**config.mk**
```make
export PLATFORM = sky130hd
export DESIGN_NAME = cis_core
export DESIGN_NICKNAME = d
export VERILOG_FILES = /design/src/include/cis_pkg.sv /design/src/hw/cis_core.sv
export VERILOG_INCLUDE_DIRS = /design/src /design/src/include
export SDC_FILE = /design/constraint.sdc
export NUM_CORES = 1
export LEC_CHECK = 0
export BUFFER_PORTS_ARGS = -buffer_cell sky130_fd_sc_hd__clkbuf_2
export CAP_MARGIN = 20
export CORE_MARGIN = 2
export CORE_UTILIZATION = 40
export CTS_CLUSTER_DIAMETER = 60
export DETAILED_ROUTE_END_ITERATION = 7
export PLACE_DENSITY_LB_ADDON = 0.2
export SLEW_MARGIN = 0
export SYNTH_ARGS = -nofsm -noshare
export SYNTH_HDL_FRONTEND = slang
export SYNTH_SLANG_ARGS = --single-unit
```
**constraint.sdc**
```tcl
create_clock -name aclk -period 3.94 [get_ports aclk]
set_clock_uncertainty 0.2 [all_clocks]
set_input_delay 0.197 -clock aclk [delete_from_list [all_inputs] [get_ports aclk]]
set_output_delay 0.197 -clock aclk [all_outputs]
set_load 0.1 [all_outputs]
```
**src/include/cis_cfg.svh**
```systemverilog
// constants for the core interrupt sequencing block
`ifndef CIS_CFG_SVH
`define CIS_CFG_SVH
`define CIS_NIRQ            42
`define CIS_IDX_W           6
`define CIS_MODE_W          32
`define CIS_NESTING_ENABLE_BIT_BIT       11
`define CIS_SIMD_BIT        21
`define CIS_MODE_MASK_REGISTER_RST       32'h0020_0000
`define CIS_ISR_LAT_NS      200
`define CIS_CLK_NS          40
`define CIS_ISR_LAT_CYC     ((`CIS_ISR_LAT_NS) / (`CIS_CLK_NS))
`define CIS_BRANCH_HOLD     2
`define CIS_AR_LOOP_HOLD    3
`define CIS_CNT_LOOP_HOLD   3
`define CIS_CNT_DO_HOLD     1
`define CIS_ENTRY_HOLD      4
`define CIS_HOLD_W          3
// register byte addresses
`define CIS_A_LATCH_LO      8'h00
`define CIS_A_LATCH_HI      8'h04
`define CIS_A_MASK_LO       8'h08
`define CIS_A_MASK_HI       8'h0C
`define CIS_A_PTR_LO        8'h10
`define CIS_A_PTR_HI        8'h14
`define CIS_A_MODE          8'h18
`define CIS_A_MODE_MASK_REGISTER         8'h1C
`define CIS_A_STATUS        8'h20
`endif

```
**src/include/cis_pkg.sv**
```systemverilog
// types for the core interrupt sequencing block
`include "cis_cfg.svh"
package cis_pkg;
   typedef logic [`CIS_NIRQ-1:0] cis_vec_t;
   typedef enum logic [1:0] {ST_RUN, ST_IDLE_FETCH, ST_IDLE, ST_WAKE} cis_state_e;
   typedef struct packed {
      logic ci_jump;
      logic return_from_interrupt;
      logic status_push_instruction;
      logic idle;
      logic branch;
      logic pm_conflict;
      logic dma_stall;
      logic ws_stall;
      logic ar_loop_abort;
      logic cnt_expired;
      logic cnt_do_exec;
      logic timer_en;
   } cis_pipe_s;
endpackage

```
**src/hw/cis_core.sv**
```systemverilog
// interrupt latch, nesting, idle and status-push masking logic
//
// Implementation choices: register access over AXI4-Lite and the address map.
`include "cis_cfg.svh"

// Operation
// - ci jump clears latch, pointer; pops status
// - ci jump stops per-cycle latch clearing
// - without ci jump, repeat interrupt dropped
// - idle fetches one more, then suspends
// - clock and enabled timer run in idle
// - interrupt releases idle; vector after five cycles
// - idle leaves dma running
// - delayed interrupts still latched, processed later
// - defer first cycle of pm conflict
// - defer on dma or wait-state stall
// - defer branch and two following cycles
// - defer first four cycles of entry
// - defer arithmetic loop abort plus three
// - defer counted loop expiry cases
// - status push clears masked mode bits
// - push on instruction, irq or timer
// - only bits set in both change
// - mode mask default disables simd
// - nesting bit enables nesting
// - higher priority preempts when nesting
// - mask pointer gives temporary mask
// - no preemption when nesting disabled
// - priority 0 highest to 41 lowest
// - active routine latch cleared each cycle
// - temporary mask blocks equal or lower
// - return clears top pointer bit
module cis_core (
   input  wire logic                  aclk,          // core clock
   input  wire logic                  aresetn,       // sync reset, low
   input  wire logic [`CIS_NIRQ-1:0]  irq_in,        // interrupt events
   input  wire logic [1:0]            ext_src,       // 0 external request, 1 timer
   input  wire cis_pkg::cis_pipe_s    pipe,          // pipeline events
   output logic                       isr_start,     // vector fetch pulse
   output logic [`CIS_IDX_W-1:0]      isr_vector,    // serviced index
   output logic                       core_halted,   // idle state
   output logic                       timer_tick_en, // timer running
   output logic                       dma_enable,    // io processor run
   output logic                       sts_pop,       // status pop pulse
   input  wire logic [31:0]           s_axi_awaddr,  // axi write address
   input  wire logic                  s_axi_awvalid, // axi
   output logic                       s_axi_awready, // axi
   input  wire logic [31:0]           s_axi_wdata,   // axi
   input  wire logic [3:0]            s_axi_wstrb,   // axi
   input  wire logic                  s_axi_wvalid,  // axi
   output logic                       s_axi_wready,  // axi
   output logic [1:0]                 s_axi_bresp,   // axi
   output logic                       s_axi_bvalid,  // axi
   input  wire logic                  s_axi_bready,  // axi
   input  wire logic [31:0]           s_axi_araddr,  // axi
   input  wire logic                  s_axi_arvalid, // axi
   output logic                       s_axi_arready, // axi
   output logic [31:0]                s_axi_rdata,   // axi
   output logic [1:0]                 s_axi_rresp,   // axi
   output logic                       s_axi_rvalid,  // axi
   input  wire logic                  s_axi_rready   // axi
);
   localparam int N = `CIS_NIRQ;

   // ************************************************
   // helpers
   // ************************************************
   // lowest set index is highest priority
   function automatic logic [N-1:0] top_bit(input logic [N-1:0] v);
      logic [N-1:0] r;
      r = '0;
      for (int i = N - 1; i >= 0; i--) begin
         if (v[i]) begin
            r = '0;
            r[i] = 1'b1;
         end
      end
      return r;
   endfunction

   function automatic logic [`CIS_IDX_W-1:0] enc(input logic [N-1:0] v);
      logic [`CIS_IDX_W-1:0] r;
      r = '0;
      for (int i = 0; i < N; i++) begin
         if (v[i]) begin
            r = i[`CIS_IDX_W-1:0];
         end
      end
      return r;
   endfunction

   function automatic logic [31:0] merge(input logic [31:0] o, input logic [31:0] d, input logic [3:0] s);
      logic [31:0] r;
      r = o;
      for (int b = 0; b < 4; b++) begin
         if (s[b]) begin
            r[b*8 +: 8] = d[b*8 +: 8];
         end
      end
      return r;
   endfunction

   // indices that push status on entry
   function automatic logic [N-1:0] irq_mask_push(input logic [1:0] src);
      logic [N-1:0] r;
      r = '0;
      r[8:6] = {3{src[0]}};
      r[4]   = src[1];
      return r;
   endfunction

   // ************************************************
   // state
   // ************************************************
   logic [N-1:0]  latch_reg, latch_next;
   logic [N-1:0]  interrupt_mask_register_reg, interrupt_mask_register_next;
   logic [N-1:0]  ptr_reg, ptr_next;
   logic [N-1:0]  active_reg, active_next;
   logic [31:0]   mode_reg, mode_next;
   logic [31:0]   mode_mask_register_reg, mode_mask_register_next;
   logic [`CIS_HOLD_W-1:0] hold_reg, hold_next;
   logic [`CIS_HOLD_W-1:0] wake_reg, wake_next;
   logic          pmc_reg, pmc_next;
   cis_pkg::cis_state_e st_reg, st_next;
   logic          start_reg, start_next;
   logic [`CIS_IDX_W-1:0] vec_reg, vec_next;
   logic          pop_reg, pop_next;
   logic          halt_reg, halt_next;
   logic          tmr_reg, tmr_next;
   logic          wr_go;
   logic [7:0]    wr_addr;
   logic          aresetn_q;

   logic [N-1:0]  tmp_mask, eligible, winner, ptr_top;
   logic          defer, nest_en;

   // ************************************************
   // priority and deferral
   // ************************************************
   always_comb begin
      nest_en  = mode_reg[`CIS_NESTING_ENABLE_BIT_BIT];
      ptr_top  = top_bit(ptr_reg);
      tmp_mask = interrupt_mask_register_reg;
      if (ptr_reg != '0) begin
         if (nest_en) begin
            tmp_mask = interrupt_mask_register_reg & (ptr_top - {{(N-1){1'b0}}, 1'b1});
         end else begin
            tmp_mask = '0;
         end
      end
      eligible = latch_reg & tmp_mask;
      winner   = top_bit(eligible);
      defer    = (hold_reg != '0) || (pipe.pm_conflict && !pmc_reg)
               || pipe.dma_stall || pipe.ws_stall
               || pipe.branch || pipe.ar_loop_abort
               || pipe.cnt_expired || pipe.cnt_do_exec;
   end

   // ************************************************
   // sequencing
   // ************************************************
   always_comb begin
      logic [31:0] wtmp;
      logic [`CIS_HOLD_W-1:0] h;
      logic push;
      wtmp        = '0;
      h           = '0;
      push        = 1'b0;
      latch_next  = latch_reg | (irq_in & ~active_reg);
      interrupt_mask_register_next  = interrupt_mask_register_reg;
      ptr_next    = ptr_reg;
      active_next = active_reg;
      mode_next   = mode_reg;
      mode_mask_register_next  = mode_mask_register_reg;
      pmc_next    = pipe.pm_conflict && !pmc_reg;
      st_next     = st_reg;
      start_next  = 1'b0;
      vec_next    = vec_reg;
      pop_next    = 1'b0;
      wake_next   = wake_reg;
      hold_next   = (hold_reg != '0) ? hold_reg - 1'b1 : '0;
      if (pipe.branch) begin
         h = `CIS_HOLD_W'(`CIS_BRANCH_HOLD);
      end
      if (pipe.ar_loop_abort) begin
         h = `CIS_HOLD_W'(`CIS_AR_LOOP_HOLD);
      end
      if (pipe.cnt_expired) begin
         h = `CIS_HOLD_W'(`CIS_CNT_LOOP_HOLD);
      end
      if (pipe.cnt_do_exec && h < `CIS_CNT_DO_HOLD) begin
         h = `CIS_HOLD_W'(`CIS_CNT_DO_HOLD);
      end
      if (h > hold_next) begin
         hold_next = h;
      end
      // clear-interrupt jump turns the routine into a subroutine
      if (pipe.ci_jump && ptr_reg != '0) begin
         latch_next  = latch_next & ~ptr_top;
         ptr_next    = ptr_reg & ~ptr_top;
         active_next = active_reg & ~ptr_top;
         pop_next    = 1'b1;
      end else if (pipe.return_from_interrupt && ptr_reg != '0) begin
         ptr_next    = ptr_reg & ~ptr_top;
         active_next = active_reg & ~ptr_top;
      end
      push = pipe.status_push_instruction;
      case (st_reg)
         cis_pkg::ST_RUN: begin
            if (pipe.idle) begin
               st_next = cis_pkg::ST_IDLE_FETCH;
            end else if (eligible != '0 && !defer) begin
               start_next  = 1'b1;
               vec_next    = enc(winner);
               latch_next  = latch_next & ~winner;
               ptr_next    = ptr_next | winner;
               active_next = active_next | winner;
               hold_next   = `CIS_HOLD_W'(`CIS_ENTRY_HOLD);
               if ((winner & irq_mask_push(ext_src)) != '0) begin
                  push = 1'b1;
               end
            end
         end
         cis_pkg::ST_IDLE_FETCH: begin
            st_next = cis_pkg::ST_IDLE;
         end
         cis_pkg::ST_IDLE: begin
            if (eligible != '0) begin
               st_next   = cis_pkg::ST_WAKE;
               wake_next = `CIS_HOLD_W'(`CIS_ISR_LAT_CYC - 1);
            end
         end
         cis_pkg::ST_WAKE: begin
            if (wake_reg != '0) begin
               wake_next = wake_reg - 1'b1;
            end else begin
               st_next = cis_pkg::ST_RUN;
            end
         end
         default: begin
            st_next = cis_pkg::ST_RUN;
         end
      endcase
      if (push) begin
         mode_next = mode_next & ~mode_mask_register_reg;
      end
      // register writes
      if (wr_go) begin
         case (wr_addr)
            `CIS_A_LATCH_LO: latch_next[31:0]  = merge(latch_reg[31:0], wd_reg, ws_reg);
            `CIS_A_LATCH_HI: begin
               wtmp = merge({22'h0, latch_reg[N-1:32]}, wd_reg, ws_reg);
               latch_next[N-1:32] = wtmp[N-33:0];
            end
            `CIS_A_MASK_LO:  interrupt_mask_register_next[31:0]  = merge(interrupt_mask_register_reg[31:0], wd_reg, ws_reg);
            `CIS_A_MASK_HI:  begin
               wtmp = merge({22'h0, interrupt_mask_register_reg[N-1:32]}, wd_reg, ws_reg);
               interrupt_mask_register_next[N-1:32] = wtmp[N-33:0];
            end
            `CIS_A_MODE:     mode_next  = merge(mode_reg, wd_reg, ws_reg);
            `CIS_A_MODE_MASK_REGISTER:    mode_mask_register_next = merge(mode_mask_register_reg, wd_reg, ws_reg);
            default: begin
            end
         endcase
         latch_next = latch_next | (irq_in & ~active_reg);
      end
      halt_next = (st_next == cis_pkg::ST_IDLE) || (st_next == cis_pkg::ST_WAKE);
      tmr_next  = pipe.timer_en;
   end

   // ************************************************
   // axi4-lite slave
   // ************************************************
   logic         aw_reg, aw_next, w_reg, w_next, b_reg, b_next, bslv_reg, bslv_next;
   logic [7:0]   awa_reg, awa_next;
   logic [31:0]  wd_reg, wd_next;
   logic [3:0]   ws_reg, ws_next;
   logic         r_reg, r_next, rslv_reg, rslv_next;
   logic [31:0]  rd_reg, rd_next;
   logic         awrdy_reg, awrdy_next, wrdy_reg, wrdy_next, ardy_reg, ardy_next;

   always_comb begin
      aw_next  = aw_reg;
      w_next   = w_reg;
      awa_next = awa_reg;
      wd_next  = wd_reg;
      ws_next  = ws_reg;
      b_next   = b_reg;
      bslv_next = bslv_reg;
      if (!aw_reg && s_axi_awvalid && !b_reg) begin
         aw_next  = 1'b1;
         awa_next = s_axi_awaddr[7:0];
      end
      if (!w_reg && s_axi_wvalid && !b_reg) begin
         w_next  = 1'b1;
         wd_next = s_axi_wdata;
         ws_next = s_axi_wstrb;
      end
      wr_go   = aw_reg && w_reg;
      wr_addr = awa_reg;
      if (wr_go) begin
         aw_next   = 1'b0;
         w_next    = 1'b0;
         b_next    = 1'b1;
         bslv_next = wr_addr > `CIS_A_STATUS || wr_addr[1:0] != 2'h0;
      end
      if (b_reg && s_axi_bready) begin
         b_next = 1'b0;
      end
      r_next    = r_reg;
      rslv_next = rslv_reg;
      rd_next   = rd_reg;
      if (r_reg && s_axi_rready) begin
         r_next = 1'b0;
      end else if (!r_reg && s_axi_arvalid) begin
         r_next    = 1'b1;
         rslv_next = 1'b0;
         case (s_axi_araddr[7:0])
            `CIS_A_LATCH_LO: rd_next = latch_reg[31:0];
            `CIS_A_LATCH_HI: rd_next = {22'h0, latch_reg[N-1:32]};
            `CIS_A_MASK_LO:  rd_next = interrupt_mask_register_reg[31:0];
            `CIS_A_MASK_HI:  rd_next = {22'h0, interrupt_mask_register_reg[N-1:32]};
            `CIS_A_PTR_LO:   rd_next = ptr_reg[31:0];
            `CIS_A_PTR_HI:   rd_next = {22'h0, ptr_reg[N-1:32]};
            `CIS_A_MODE:     rd_next = mode_reg;
            `CIS_A_MODE_MASK_REGISTER:    rd_next = mode_mask_register_reg;
            `CIS_A_STATUS:   rd_next = {24'h0, halt_reg, 1'b0, vec_reg};
            default: begin
               rd_next   = 32'h0000_0000;
               rslv_next = 1'b1;
            end
         endcase
      end
      // readies registered from the next buffer state
      awrdy_next = !aw_next && !b_next;
      wrdy_next  = !w_next && !b_next;
      ardy_next  = !r_next;
   end

   // ************************************************
   // registers
   // ************************************************
   always_ff @(posedge aclk) begin
      if (!aresetn) begin
         latch_reg <= '0; interrupt_mask_register_reg <= '0; ptr_reg <= '0; active_reg <= '0;
         mode_reg <= '0; mode_mask_register_reg <= `CIS_MODE_MASK_REGISTER_RST; hold_reg <= '0; wake_reg <= '0;
         pmc_reg <= 1'b0; st_reg <= cis_pkg::ST_RUN; start_reg <= 1'b0; vec_reg <= '0;
         pop_reg <= 1'b0; halt_reg <= 1'b0; tmr_reg <= 1'b0;
         aw_reg <= 1'b0; w_reg <= 1'b0; b_reg <= 1'b0; bslv_reg <= 1'b0; awa_reg <= '0;
         wd_reg <= '0; ws_reg <= '0; r_reg <= 1'b0; rslv_reg <= 1'b0; rd_reg <= '0;
         awrdy_reg <= 1'b1; wrdy_reg <= 1'b1; ardy_reg <= 1'b1;
      end else begin
         latch_reg <= latch_next; interrupt_mask_register_reg <= interrupt_mask_register_next; ptr_reg <= ptr_next;
         active_reg <= active_next; mode_reg <= mode_next; mode_mask_register_reg <= mode_mask_register_next;
         hold_reg <= hold_next; wake_reg <= wake_next; pmc_reg <= pmc_next;
         st_reg <= st_next; start_reg <= start_next; vec_reg <= vec_next;
         pop_reg <= pop_next; halt_reg <= halt_next; tmr_reg <= tmr_next;
         aw_reg <= aw_next; w_reg <= w_next; b_reg <= b_next; bslv_reg <= bslv_next;
         awa_reg <= awa_next; wd_reg <= wd_next; ws_reg <= ws_next;
         r_reg <= r_next; rslv_reg <= rslv_next; rd_reg <= rd_next;
         awrdy_reg <= awrdy_next; wrdy_reg <= wrdy_next; ardy_reg <= ardy_next;
      end
   end

   assign isr_start     = start_reg;
   assign isr_vector    = vec_reg;
   assign core_halted   = halt_reg;
   assign timer_tick_en = tmr_reg;
   assign dma_enable    = aresetn_q;
   assign sts_pop       = pop_reg;
   assign s_axi_awready = awrdy_reg;
   assign s_axi_wready  = wrdy_reg;
   assign s_axi_bvalid  = b_reg;
   assign s_axi_bresp   = bslv_reg ? 2'h2 : 2'h0;
   assign s_axi_arready = ardy_reg;
   assign s_axi_rvalid  = r_reg;
   assign s_axi_rdata   = rd_reg;
   assign s_axi_rresp   = rslv_reg ? 2'h2 : 2'h0;

   always_ff @(posedge aclk) begin
      aresetn_q <= aresetn;
   end
endmodule // cis_core

```
## Word level (Yosys, flattened, before mapping)

Index checks and enable logic that the tools add are counted.

- $add $sub $neg: 3
- $mul: 0
- Divide/modulo/power cells: 0
- Magnitude comparators: 3
- Eq/ne operators: 24
- Shift-type cells: 0
- Multiplexer cells: 193
- Bitwise gates (word level): 21
- Reduce and logical (&&, ||, !) cells: 59

Operators with widths:

| operator | count |
|---|---|
| 2-to-1 mux 42 bit | 101 |
| bitwise AND 42 bit | 7 |
| one-hot mux 32 bit (9 select lines) | 1 |
| 2-to-1 mux 6 bit | 40 |
| bitwise OR 42 bit | 4 |
| 2-to-1 mux 32 bit | 5 |
| inverter 42 bit | 3 |
| nonzero test 42 bit | 3 |
| 2-to-1 mux 8 bit | 9 |
| equality test 8 x 5 -> 1 bit, second input constant | 6 |
| bitwise AND 42 x 9 -> 42 bit | 1 |
| subtractor 42 x 1 -> 42 bit, second input constant | 1 |
| AND reduction 3 bit | 12 |
| bitwise AND 32 bit | 1 |
| equality test 8 x 4 -> 1 bit, second input constant | 4 |
| inverter 32 bit | 1 |
| 2-to-1 mux 3 bit | 10 |
| 2-to-1 mux 10 bit | 2 |
| equality test 8 x 3 -> 1 bit, second input constant | 2 |
| zero test 8 bit | 2 |
| 2-to-1 mux 1 bit | 16 |
| logical AND 1 bit | 15 |
| 2-to-1 mux 2 bit | 7 |
| != test 3 bit, second input constant | 4 |
| 19 further kinds | 46 |

- Flip-flop bits (word level): 337
- Latch bits: 0
- Memory bits (writable): 0
- Bits in read-only memories: 0
- Output and inout port bits: 52
- Memories: 0

## Longest topological paths before layout

Gate-level depths: netlist of the first run.

- Depth after elaboration: 130
- Depth in mapped cells: 15

## Worst setup path after synthesis of the first run

No wires, ideal clock.

- Kind: flip-flop to flip-flop
- Start: register ptr_reg[2]
- End: register latch_reg[34]
- Setup time: 0.117 ns
- Arrival time: 3.184 ns
- Data required time: 3.623 ns
- Path slack: 0.439 ns
- Cell stages (with the launch flop): 11
- Buffers on the path: 1
- Path through: dfxtp_1 -> buf_6 -> or4_4 -> nor4_4 -> nand4_1 -> a32o_1 -> a22o_1 -> nor3_4 -> nand3_2 -> or4_4 -> a22o_1

- Cells in the longest elaborated chain, start to end: 58
- Elaborated cells on any way between the ends: 65
- Those cells by class: add/sub: 1; mux: 53; bitwise: 7; reduce/logical: 4

RTL lines:

| what | line | RTL |
|---|---|---|
| from (decl) | cis_core.sv:117 | `logic [N-1:0] ptr_reg, ptr_next;` |
| from (signal assigned) | cis_core.sv:353 | `latch_reg <= latch_next; interrupt_mask_register_reg <= interrupt_mask_register_next; ptr_reg <= ptr_next;` |
| 2-to-1 mux 42 bit (3 in series) | cis_core.sv:73 | `if (v[i]) begin` |
| subtractor 42 x 1 -> 42 bit | cis_core.sv:146 | `tmp_mask = interrupt_mask_register_reg & (ptr_top - {{(N-1){1'b0}}, 1'b1});` |
| bitwise AND 42 bit | cis_core.sv:146 |  |
| 2-to-1 mux 42 bit | cis_core.sv:145 | `if (nest_en) begin` |
| 2-to-1 mux 42 bit | cis_core.sv:144 | `if (ptr_reg != '0) begin` |
| bitwise AND 42 bit | cis_core.sv:151 | `eligible = latch_reg & tmp_mask;` |
| 2-to-1 mux 42 bit (41 in series) | cis_core.sv:73 |  |
| inverter 42 bit | cis_core.sv:215 | `latch_next = latch_next & ~winner;` |
| bitwise AND 42 bit | cis_core.sv:215 |  |
| 2-to-1 mux 42 bit | cis_core.sv:212 | `end else if (eligible != '0 && !defer) begin` |
| 2-to-1 mux 42 bit | cis_core.sv:210 | `if (pipe.idle) begin` |
| 2-to-1 mux 42 bit * | cis_core.sv:208 | `case (st_reg)` |
| 2-to-1 mux 10 bit | cis_core.sv:249 | `case (wr_addr)` |
| 2-to-1 mux 10 bit | cis_core.sv:248 | `if (wr_go) begin` |
| bitwise OR 42 bit | cis_core.sv:265 | `latch_next = latch_next \| (irq_in & ~active_reg);` |
| 2-to-1 mux 42 bit * | cis_core.sv:248 |  |
| to (signal assigned) | cis_core.sv:353 |  |
| to (decl) | cis_core.sv:115 | `logic [N-1:0] latch_reg, latch_next;` |

Every way passes the cells marked *; elsewhere a longest branch is shown, timed or not. The select of a mux whose other input is x is not followed.
A chain may end at the register's enable or synchronous reset.

## Final worst setup path of the first run

- Start: register ptr_reg[20]
- End: register vec_reg[0] (netlist: isr_vector[0])

- Cells in the longest elaborated chain, start to end: 108
- Elaborated cells on any way between the ends: 113
- Those cells by class: add/sub: 1; mux: 106; bitwise: 2; reduce/logical: 4

RTL lines:

| what | line | RTL |
|---|---|---|
| 2-to-1 mux 42 bit (21 in series) | cis_core.sv:73 |  |
| subtractor 42 x 1 -> 42 bit | cis_core.sv:146 |  |
| bitwise AND 42 bit | cis_core.sv:146 |  |
| 2-to-1 mux 42 bit | cis_core.sv:145 |  |
| 2-to-1 mux 42 bit * | cis_core.sv:144 |  |
| bitwise AND 42 bit * | cis_core.sv:151 |  |
| 2-to-1 mux 42 bit (41 in series) | cis_core.sv:73 |  |
| 2-to-1 mux 1 bit | cis_core.sv:85 | `if (v[i]) begin` |
| 2-to-1 mux 6 bit (40 in series) | cis_core.sv:85 |  |
| to (signal assigned) | cis_core.sv:356 | `st_reg <= st_next; start_reg <= start_next; vec_reg <= vec_next;` |
| to (decl) | cis_core.sv:126 | `` logic [`CIS_IDX_W-1:0] vec_reg, vec_next; `` |

Every way passes the cells marked *; elsewhere a longest branch is shown, timed or not.

==> run summary, run 1 <==
The run finished with clean final reports. The count of port buffers added during placement came out at 164. The worst hold path begins at irq_in[21]. In this run the worst path has a maximum fanout of 7. Using the TritonRoute via totals, the vias-per-cell ratio works out to 6.007. The tools report the overall power after layout as 8.221 mW. In the synthesized netlist, the number of instances is 2,217. In this run the worst hold path is classified as input port to flip-flop. Registers are responsible for 44.3% of the overall power. The number of search-and-repair iterations in the first detailed-routing pass is 7.

The final layout net count is 2,835, and the switching share of total power is 25.85%. The insertion delay of the later-clocked pin in the worst-skew pair was 0.58 ns. The most common cell after layout, fill and taps aside is sky130_fd_sc_hd__nand2_1. The logs give 42.48% for the met1 track demand over resource in global routing and 4.20 ns for the endpoint required time on the critical path. The flop and latch count out of synthesis was 337; the area share of the largest cell type after synthesis was 38.52%.

The tools report the via count of the first global-routing pass as 19,190. Leaving out fill and tap cells, the most frequent cells in the layout are 429 x sky130_fd_sc_hd__nand2_1, 336 x sky130_fd_sc_hd__dfxtp_1, 298 x sky130_fd_sc_hd__a21oi_1. Synthesis-to-finish area growth: 32.96%. The layer flagged by global routing as most heavily used is met2.

The worst hold path passes through 4 cells. In this run the power density over the cells is 353.0 nW/um2. The routed design could run at a clock period as short as 3.845 ns. STA classifies the critical path startpoint as a flip-flop.

IR analysis of the VDD net gives a maximum drop of 263.4 uV. Entering global routing, the biggest net connects 62 pins. The tools report the count of fill cells added during filler insertion as 4,126. The clock tree synthesis step divided the H-tree into 2 levels. The number of different library cells used by synthesis comes to 94.

The sum of routed wire length over all layers was 74.10 mm. The tools report the startpoint of the worst-slack reg-to-reg timing path as ptr_reg[20]. Setup violations remaining at the end of the flow were counted as 0.

For the pin with the worst max-slew slack, the measured transition is 1.130 ns. The number of flops mapped to enable cells by yosys came out at 0. The remaining antenna violation count after routing was 0; the total congestion overflow after global routing was 0. Across the run, the number of max-cap violations was 0. The leading register cell type out of synthesis is sky130_fd_sc_hd__dfxtp_1.

The clock-pin slew of the registers on the worst-case setup and hold paths works out to 0.06 ns. The pre-CTS worst setup slack was -0.02766 ns; the vertical extent of the die was 213.3 um. The tools report the maximum clock frequency as 260.1 MHz.

The number of endpoints with negative hold slack in the final report is 0. For the maximum clock path buffer count, the log shows 3. Sequential cells were found to cover 38.52% of the synthesized design area. Cell internal power was estimated by the tool at 6.096 mW.

The logs give 0.09461 ns for the smallest setup slack after layout and 0.9681 for the final estimated routing congestion in global placement. The worst pin sits at a relative slew slack of 24.67%. For this configuration, the core starts out at a cell density of 40.57%. The detailed router placed 19,720 vias in this run. Global routing consumed, on the met3 layer, 6.722% of the routing resources.

The tools report the number of slew-limit violations in the final report as 0. The async set-or-reset flop fraction in the synthesized netlist came out at 0%. The core region is 43,170 um2. The synthesized area divided by synthesized cell count came out at 7.901 um2. Clock tree synthesis selected as its root buffer the cell sky130_fd_sc_hd__clkbuf_16.

The cell area that synthesis handed to floorplanning was 17,520 um2. The critical path in this run is classified as flip-flop to flip-flop. Data on the critical path arrives at its endpoint at 4.11 ns. The HPWL after detailed placement is 53.24 mm. The synthesized design spends more area on one cell type than any other, namely sky130_fd_sc_hd__dfxtp_1. For this design the total switching power over the nets is 2.126 mW.

In this run, the number of DRC markers left after iteration 0 of detailed routing was 2,143. Tracing the worst setup path back leads to its startpoint at ptr_reg[20]. For this run, the share of the core covered by cells in the final layout is 53.94%. The logs give 47.4% for the portion of total power attributed to the clock network and 112.5 mm for the wire length of the first global-routing pass.

The final worst-path cycle share works out to 97.60%. TritonCTS built the clock tree. Average routed wire per standard cell: 22.57 um. The tree built by TritonCTS fans out to 337 sinks. Number of buffers created by CTS: 44. The number of antenna violations at the first check in global routing was 1.

Summing all placed instances gives a cell area of 20,640 um2. Measured in cells, the most critical reg-to-reg path has a length of 16. Row generation in the floorplan step produced 76 rows. Measured along the x axis, the die boundary spans 213.3 um. Cells with a size suffix above 1 make up 22.33% of the layout. STA classifies the critical path endpoint as a flip-flop. The tools report the total of warnings raised by yosys as 0. The finished cells cover 23,290 um2.

In the routed design, unresolved DRC markers number 0. For the static leakage, the log shows 8.930 nW. Sorting the synthesized cells by area gives the leading types as sky130_fd_sc_hd__dfxtp_1 39%, sky130_fd_sc_hd__nand2_1 9.2%, sky130_fd_sc_hd__a21oi_1 8.6%.

The floorplan step defined a die boundary enclosing 45,480 um2. Per report_power, the combinational group accounts for 8.3% of the total. The run gives 51.44% as the global-route met2 utilization. The total global-route track usage is 32.27%. The number of top-level pins was 215.
==> area by class of cell <==
cell class	count	area (um2)	area share, %
antenna	2	5.005	0.02149
tap	585	732.0	3.143
multi-input combinational	1706	10150	43.59
clock buffer	62	1230	5.281
timing repair buffer	560	4210	18.08
clock inverter	12	133.9	0.5749
sequential	337	6748	28.97
inverter	19	78.83	0.3385
==> power by group through the flow <==
stage / combinational [mW] / sequential (mW) / clock [mW]
after floorplan: 0.349 / 3.68 / 0
after global placement: 0.568 / 3.70 / 0
after detailed placement: 0.580 / 3.70 / 0
after CTS: 0.677 / 3.63 / 3.95
after global routing: 0.738 / 3.65 / 4.08
final: 0.684 / 3.64 / 3.90
==> path summary, 6_finish.rpt <==
path	slack [ns]	end
hold / removal	0.01	latch_reg[21]
setup reg to reg	0.09	isr_vector[0]
hold reg to reg	0.26	active_reg[0]
setup / recovery	0.09	isr_vector[0]
==> critical path, cell delays in order, from the launching register on <==
cell	delay (ns)
sky130_fd_sc_hd__dfxtp_1	0.32
sky130_fd_sc_hd__buf_4	0.14
sky130_fd_sc_hd__nor4_4	0.29
sky130_fd_sc_hd__nand3_2	0.18
sky130_fd_sc_hd__or4_4	0.61
sky130_fd_sc_hd__nor2_4	0.18
sky130_fd_sc_hd__buf_12	0.13
sky130_fd_sc_hd__buf_12	0.11
sky130_fd_sc_hd__buf_4	0.16
sky130_fd_sc_hd__o21ai_0	0.18
sky130_fd_sc_hd__o211ai_1	0.15
sky130_fd_sc_hd__or4b_1	0.14
sky130_fd_sc_hd__nor4_1	0.05
sky130_fd_sc_hd__buf_4	0.15
sky130_fd_sc_hd__o31ai_1	0.30
sky130_fd_sc_hd__nand4_1	0.18
sky130_fd_sc_hd__a31o_1	0.24
==> synthesized netlist by cell type (5+ instances only) <==
library cell                  n
sky130_fd_sc_hd__a41oi_1      6
sky130_fd_sc_hd__nor4_4       7
sky130_fd_sc_hd__or2_2        8
sky130_fd_sc_hd__buf_4       11
sky130_fd_sc_hd__nand3_1     46
sky130_fd_sc_hd__a21oi_1    300
sky130_fd_sc_hd__o211ai_1     7
sky130_fd_sc_hd__a211oi_1    13
sky130_fd_sc_hd__nand2_1    429
sky130_fd_sc_hd__a222oi_1    36
sky130_fd_sc_hd__buf_6        5
sky130_fd_sc_hd__a32o_1      33
sky130_fd_sc_hd__o21bai_1     5
sky130_fd_sc_hd__a21o_1       6
sky130_fd_sc_hd__or4_1        8
sky130_fd_sc_hd__a22oi_1     33
sky130_fd_sc_hd__o2111ai_1    8
sky130_fd_sc_hd__nor3b_1      8
sky130_fd_sc_hd__a31oi_1     23
sky130_fd_sc_hd__inv_1       17
sky130_fd_sc_hd__or3_1       16
sky130_fd_sc_hd__and3_1      11
sky130_fd_sc_hd__o21a_1      10
sky130_fd_sc_hd__buf_2       13
sky130_fd_sc_hd__nand2b_1     9
sky130_fd_sc_hd__nor4_1      21
sky130_fd_sc_hd__a211o_1      5
sky130_fd_sc_hd__o221a_2     17
sky130_fd_sc_hd__a221oi_1     7
sky130_fd_sc_hd__nor2b_1     46
sky130_fd_sc_hd__o221ai_1     5
sky130_fd_sc_hd__nor3_1      39
sky130_fd_sc_hd__and2_1      29
sky130_fd_sc_hd__o2bb2ai_1   33
sky130_fd_sc_hd__nand4_1     27
sky130_fd_sc_hd__o21ai_0    101
sky130_fd_sc_hd__nor2_1     149
sky130_fd_sc_hd__buf_1       10
sky130_fd_sc_hd__mux2i_1     54
sky130_fd_sc_hd__nand3b_1    14
sky130_fd_sc_hd__a22o_1      42
sky130_fd_sc_hd__o31ai_1      6
sky130_fd_sc_hd__clkbuf_1   117
sky130_fd_sc_hd__dfxtp_1    337
==> layer usage <==
layer | vias to the layer above | wire, um
met2 | 935 | 33740
li1 | 9112 | -
met4 | 0 | 2840
met3 | 158 | 6243
met5 | - | 0
met1 | 9516 | 31270
==> stage by stage <==
step                instances   TNS (ns)  hold WS (ns)
floorplan                2218          0       0.02472
global placement         3088   -0.08873        0.2044
detailed placement       3088   -0.04124        0.2135
CTS                      3278          0      0.001822
global route             3281  -0.001142       0.02462
finish                   3283          0       0.01127
==> cell families after synthesis <==
logic type                 count (synthesis)  share of synthesized area [%]
DFF                                      337                          38.52
buffers and inverters                    175                          4.293
and+or+nand+nor                          901                          24.99
adders and majority gates                  4                         0.2857
muxes                                     55                          3.150
other                                      1                        0.02141
AOI/OAI and AO/OA                        744                          28.75
==> what timing repair did <==
item | CTS | global route
gates resized for setup | 3 | 14
buffers inserted | 1 | 3
hold endpoints to repair | 142 | 0
pin swaps | 1 | 6
hold buffers | 115 | 0
setup endpoints to repair | 4 | 41
Power figures use the tool's default switching activity.
==> run 2: changes to the inputs <==
--- a/config.mk
+++ b/config.mk
@@ -12,6 +12,7 @@
 export CORE_UTILIZATION = 40
 export CTS_CLUSTER_DIAMETER = 60
 export DETAILED_ROUTE_END_ITERATION = 7
+export MAX_ROUTING_LAYER = met4
 export PLACE_DENSITY_LB_ADDON = 0.2
 export SLEW_MARGIN = 0
 export SYNTH_ARGS = -nofsm -noshare
==> run 2 against run 1 <==
Worst setup slack worse by 0.020 ns. Final cell count decreased by 1.0%. Total power grew 2.3%. Utilization is 0.48 points lower. Non-clock buffer count down 35. Flip-flop and latch count is the same. Wire length rose by 0.90%. Maximum frequency is 0.51% lower. Critical path depth is 3 lower. First-iteration DRC count grew 9.0%. Critical path type unchanged. Largest power group unchanged.
==> run summary, run 2 (synthesis results as in run 1) <==
The overall power after layout was 8.411 mW (was 8.221 mW); the time the worst path needs with I/O delays and setup was 3.865 ns (was 3.845 ns). The final count of negative-setup-slack endpoints is 0 (unchanged), and the count of fill cells added during filler insertion is 4,163 (was 4,126). The sequential cell fraction of total power is 43.2% (was 44.3%), and the final estimated routing congestion in global placement is 1.005 (was 0.9681). The tools report the via count of the first global-routing pass as 19,130 (was 19,190). The share of cells above drive strength 1 is 22.15% (was 22.33%). The synthesis-to-finish area growth was 31.77% (was 32.96%); the initial detailed-routing violation count was 2,335 (was 2,143). The average vias per placed instance came out at 6.046 (was 6.007).

The root buffer selected by CTS is sky130_fd_sc_hd__clkbuf_16 (unchanged). The smallest setup slack after layout is 0.07472 ns (was 0.09461 ns), and the number of max-cap violations is 0 (unchanged). The vertical extent of the die works out to 213.3 um (unchanged). The final-layout worst hold slack is 0.01779 ns (was 0.01127 ns), and the cell area power density is 364.4 nW/um2 (was 353.0 nW/um2). The most common cell after layout, fill and taps aside was sky130_fd_sc_hd__nand2_1 (unchanged). The tools report the remaining antenna violation count after routing as 0 (unchanged).

Clock-pin slew of the registers on the worst-case setup and hold paths: 0.06 ns (about the same). The filler-free cell count of the finished design is 3,250 (was 3,283), and the measured slew at the worst slew-check pin is 1.074 ns (was 1.130 ns). Maximum clock path buffer count: 3 (unchanged). The run gives 43,170 um2 (unchanged) as the area of the core. The tools report the number of antenna violations at the first check in global routing as 1 (unchanged). The static leakage was 8.806 nW (was 8.930 nW). The number of endpoints with negative hold slack in the final report was 0 (unchanged); the number of buffers created by CTS was 42 (was 44). Initial core utilization: 40.57% (unchanged). Maximum clock frequency: 258.7 MHz (was 260.1 MHz). The run gives 90 (was 62) as the maximum number of pins on one net before global-route repair. The tools report the type of origin of the critical path as a flip-flop (unchanged).

The maximum vdd ir drop was 387.9 uV (was 263.4 uV); the pre-CTS worst setup slack was -0.01225 ns (was -0.02766 ns). The average routed wire per standard cell works out to 23.00 um (was 22.57 um). The endpoint arrival time on the critical path is 4.14 ns (was 4.11 ns).

Final worst-path cycle share: 98.10% (was 97.60%). The kind of capture point of the worst setup path was a flip-flop (unchanged). The run gives 48.8% (was 47.4%) as the portion of total power attributed to the clock network. Maximum fanout count along the critical path: 6 (was 7). The category of the most critical setup path is flip-flop to flip-flop (unchanged). TritonCTS built the clock tree. The count of port buffers added during placement is 164 (unchanged), and the overall die width is 213.3 um (unchanged). The run gives 0 (unchanged) as the total congestion overflow after global routing. For the clock net sink count, the log shows 337 (unchanged). For the final layout net count, the log shows 2,798 (was 2,835).

The die outline area was 45,480 um2 (unchanged). The logs give 112.8 mm (was 112.5 mm) for the wire length of the first global-routing pass and 0.07 ns (was 0.09 ns) for the worst-case register-to-register setup slack. The total global-route track usage is 33.40% (was 32.27%). The number of search-and-repair iterations in the first detailed-routing pass was 7 (unchanged). The remaining routing DRC violations is 0 (unchanged).

The detailed placer's ending HPWL came out at 53.39 mm (was 53.24 mm). The sum of routed wire length over all layers was 74.76 mm (was 74.10 mm). The worst min-delay path class was input port to flip-flop (unchanged). The number of slew-limit violations in the final report came out at 0 (unchanged). The cell internal power dissipation came out at 6.269 mW (was 6.096 mW).

The cell count after placement is 3,062 (was 3,088), and the overall via count from detail_route is 19,650 (was 19,720). The relative slew slack was 28.41% (was 24.67%); the insertion delay of the later-clocked pin in the worst-skew pair was 0.58 ns (about the same). The fraction of power consumed by combinational cells is 8.0% (was 8.3%), and the maximum level of the CTS H-tree is 2 (unchanged). The number of cell rows came out at 76 (unchanged). The run finished with clean final reports. Switching share of total power: 25.46% (was 25.85%).

The endpoint required time on the critical path was 4.22 ns (was 4.20 ns); the switching power of the nets was 2.142 mW (was 2.126 mW). The number of top-level pins came out at 215 (unchanged). Most frequent cells in the layout: 429 x sky130_fd_sc_hd__nand2_1, 337 x sky130_fd_sc_hd__dfxtp_1, 298 x sky130_fd_sc_hd__a21oi_1 (was 429 x sky130_fd_sc_hd__nand2_1, 336 x sky130_fd_sc_hd__dfxtp_1, 298 x sky130_fd_sc_hd__a21oi_1).
## run 2: layer usage
| layer | global-route usage (%) | routed length, um | share of wire [%] |
|---|---|---|---|
| met1 | 43.79 | 32740 | 44 |
| met2 | 52.27 | 33820 | 45 |
| met3 | 4.236 | 5314 | 7.1 |
| met4 | 13.48 | 2886 | 3.9 |
| met5 | - | 0 | 0 |
## run 2: worst paths after layout
kind	to	cells after the start	from
hold reg to reg	active_reg[14]	2	active_reg[14]
setup / recovery	isr_vector[1]	13	ptr_reg[0]
setup reg to reg	isr_vector[1]	13	ptr_reg[0]
hold / removal	latch_reg[25]	4	irq_in[25]
## run 2: layout make-up
cell class,count,area [um2],area share [%]
Multi-Input combinational cell,1706,10150,43.97
Sequential cell,337,6746,29.23
Timing Repair Buffer,525,3896,16.88
Clock buffer,57,1241,5.378
Tap cell,585,732.0,3.171
Clock inverter,20,234.0,1.014
Inverter,19,78.83,0.3415
Antenna cell,1,2.502,0.01084
## run 2: power groups by stage
| stage | logic, mW | registers [mW] | clock network, mW |
|---|---|---|---|
| 4_1_cts | 0.664 | 3.63 | 4.13 |
| 3_5_place_dp | 0.576 | 3.71 | 0 |
| 5_1_grt | 0.721 | 3.65 | 4.28 |
| 6_report | 0.670 | 3.64 | 4.10 |
| 2_1_floorplan | 0.349 | 3.68 | 0 |
| 3_3_place_gp | 0.564 | 3.70 | 0 |
## run 2: stage by stage
| stage | util [%] | area, um2 | TNS, ns |
|---|---|---|---|
| floorplan | - | 17520 | 0 |
| global placement | 47.34 | 20440 | 0 |
| detailed placement | 47.34 | 20440 | -0.01225 |
| CTS | 53.16 | 22950 | 0 |
| global route | 53.46 | 23080 | -0.03664 |
| finish | 53.46 | 23080 | 0 |
## run 2: what timing repair did
item                                    in CTS  in global routing
buffers inserted                             0                  7
pin swaps                                    0                  8
hold endpoints to repair                    95                  0
gates resized for setup                      1                 15
endpoints found under the setup margin       3                 49
hold buffers                               103                  0
## run 2: worst max-delay path, stage by stage (launching register included)
cell and delay [ns]:
sky130_fd_sc_hd__dfxtp_1 0.38, sky130_fd_sc_hd__nor4_4 0.54, sky130_fd_sc_hd__nand4_2 0.16, sky130_fd_sc_hd__buf_4 0.19, sky130_fd_sc_hd__nor4_4 0.33, sky130_fd_sc_hd__buf_6 0.17
sky130_fd_sc_hd__a211o_1 0.14, sky130_fd_sc_hd__a21oi_2 0.07, sky130_fd_sc_hd__a221o_1 0.40, sky130_fd_sc_hd__a211o_1 0.32, sky130_fd_sc_hd__a21o_1 0.20, sky130_fd_sc_hd__a2111oi_2 0.37
sky130_fd_sc_hd__a21oi_1 0.12, sky130_fd_sc_hd__o21a_1 0.18
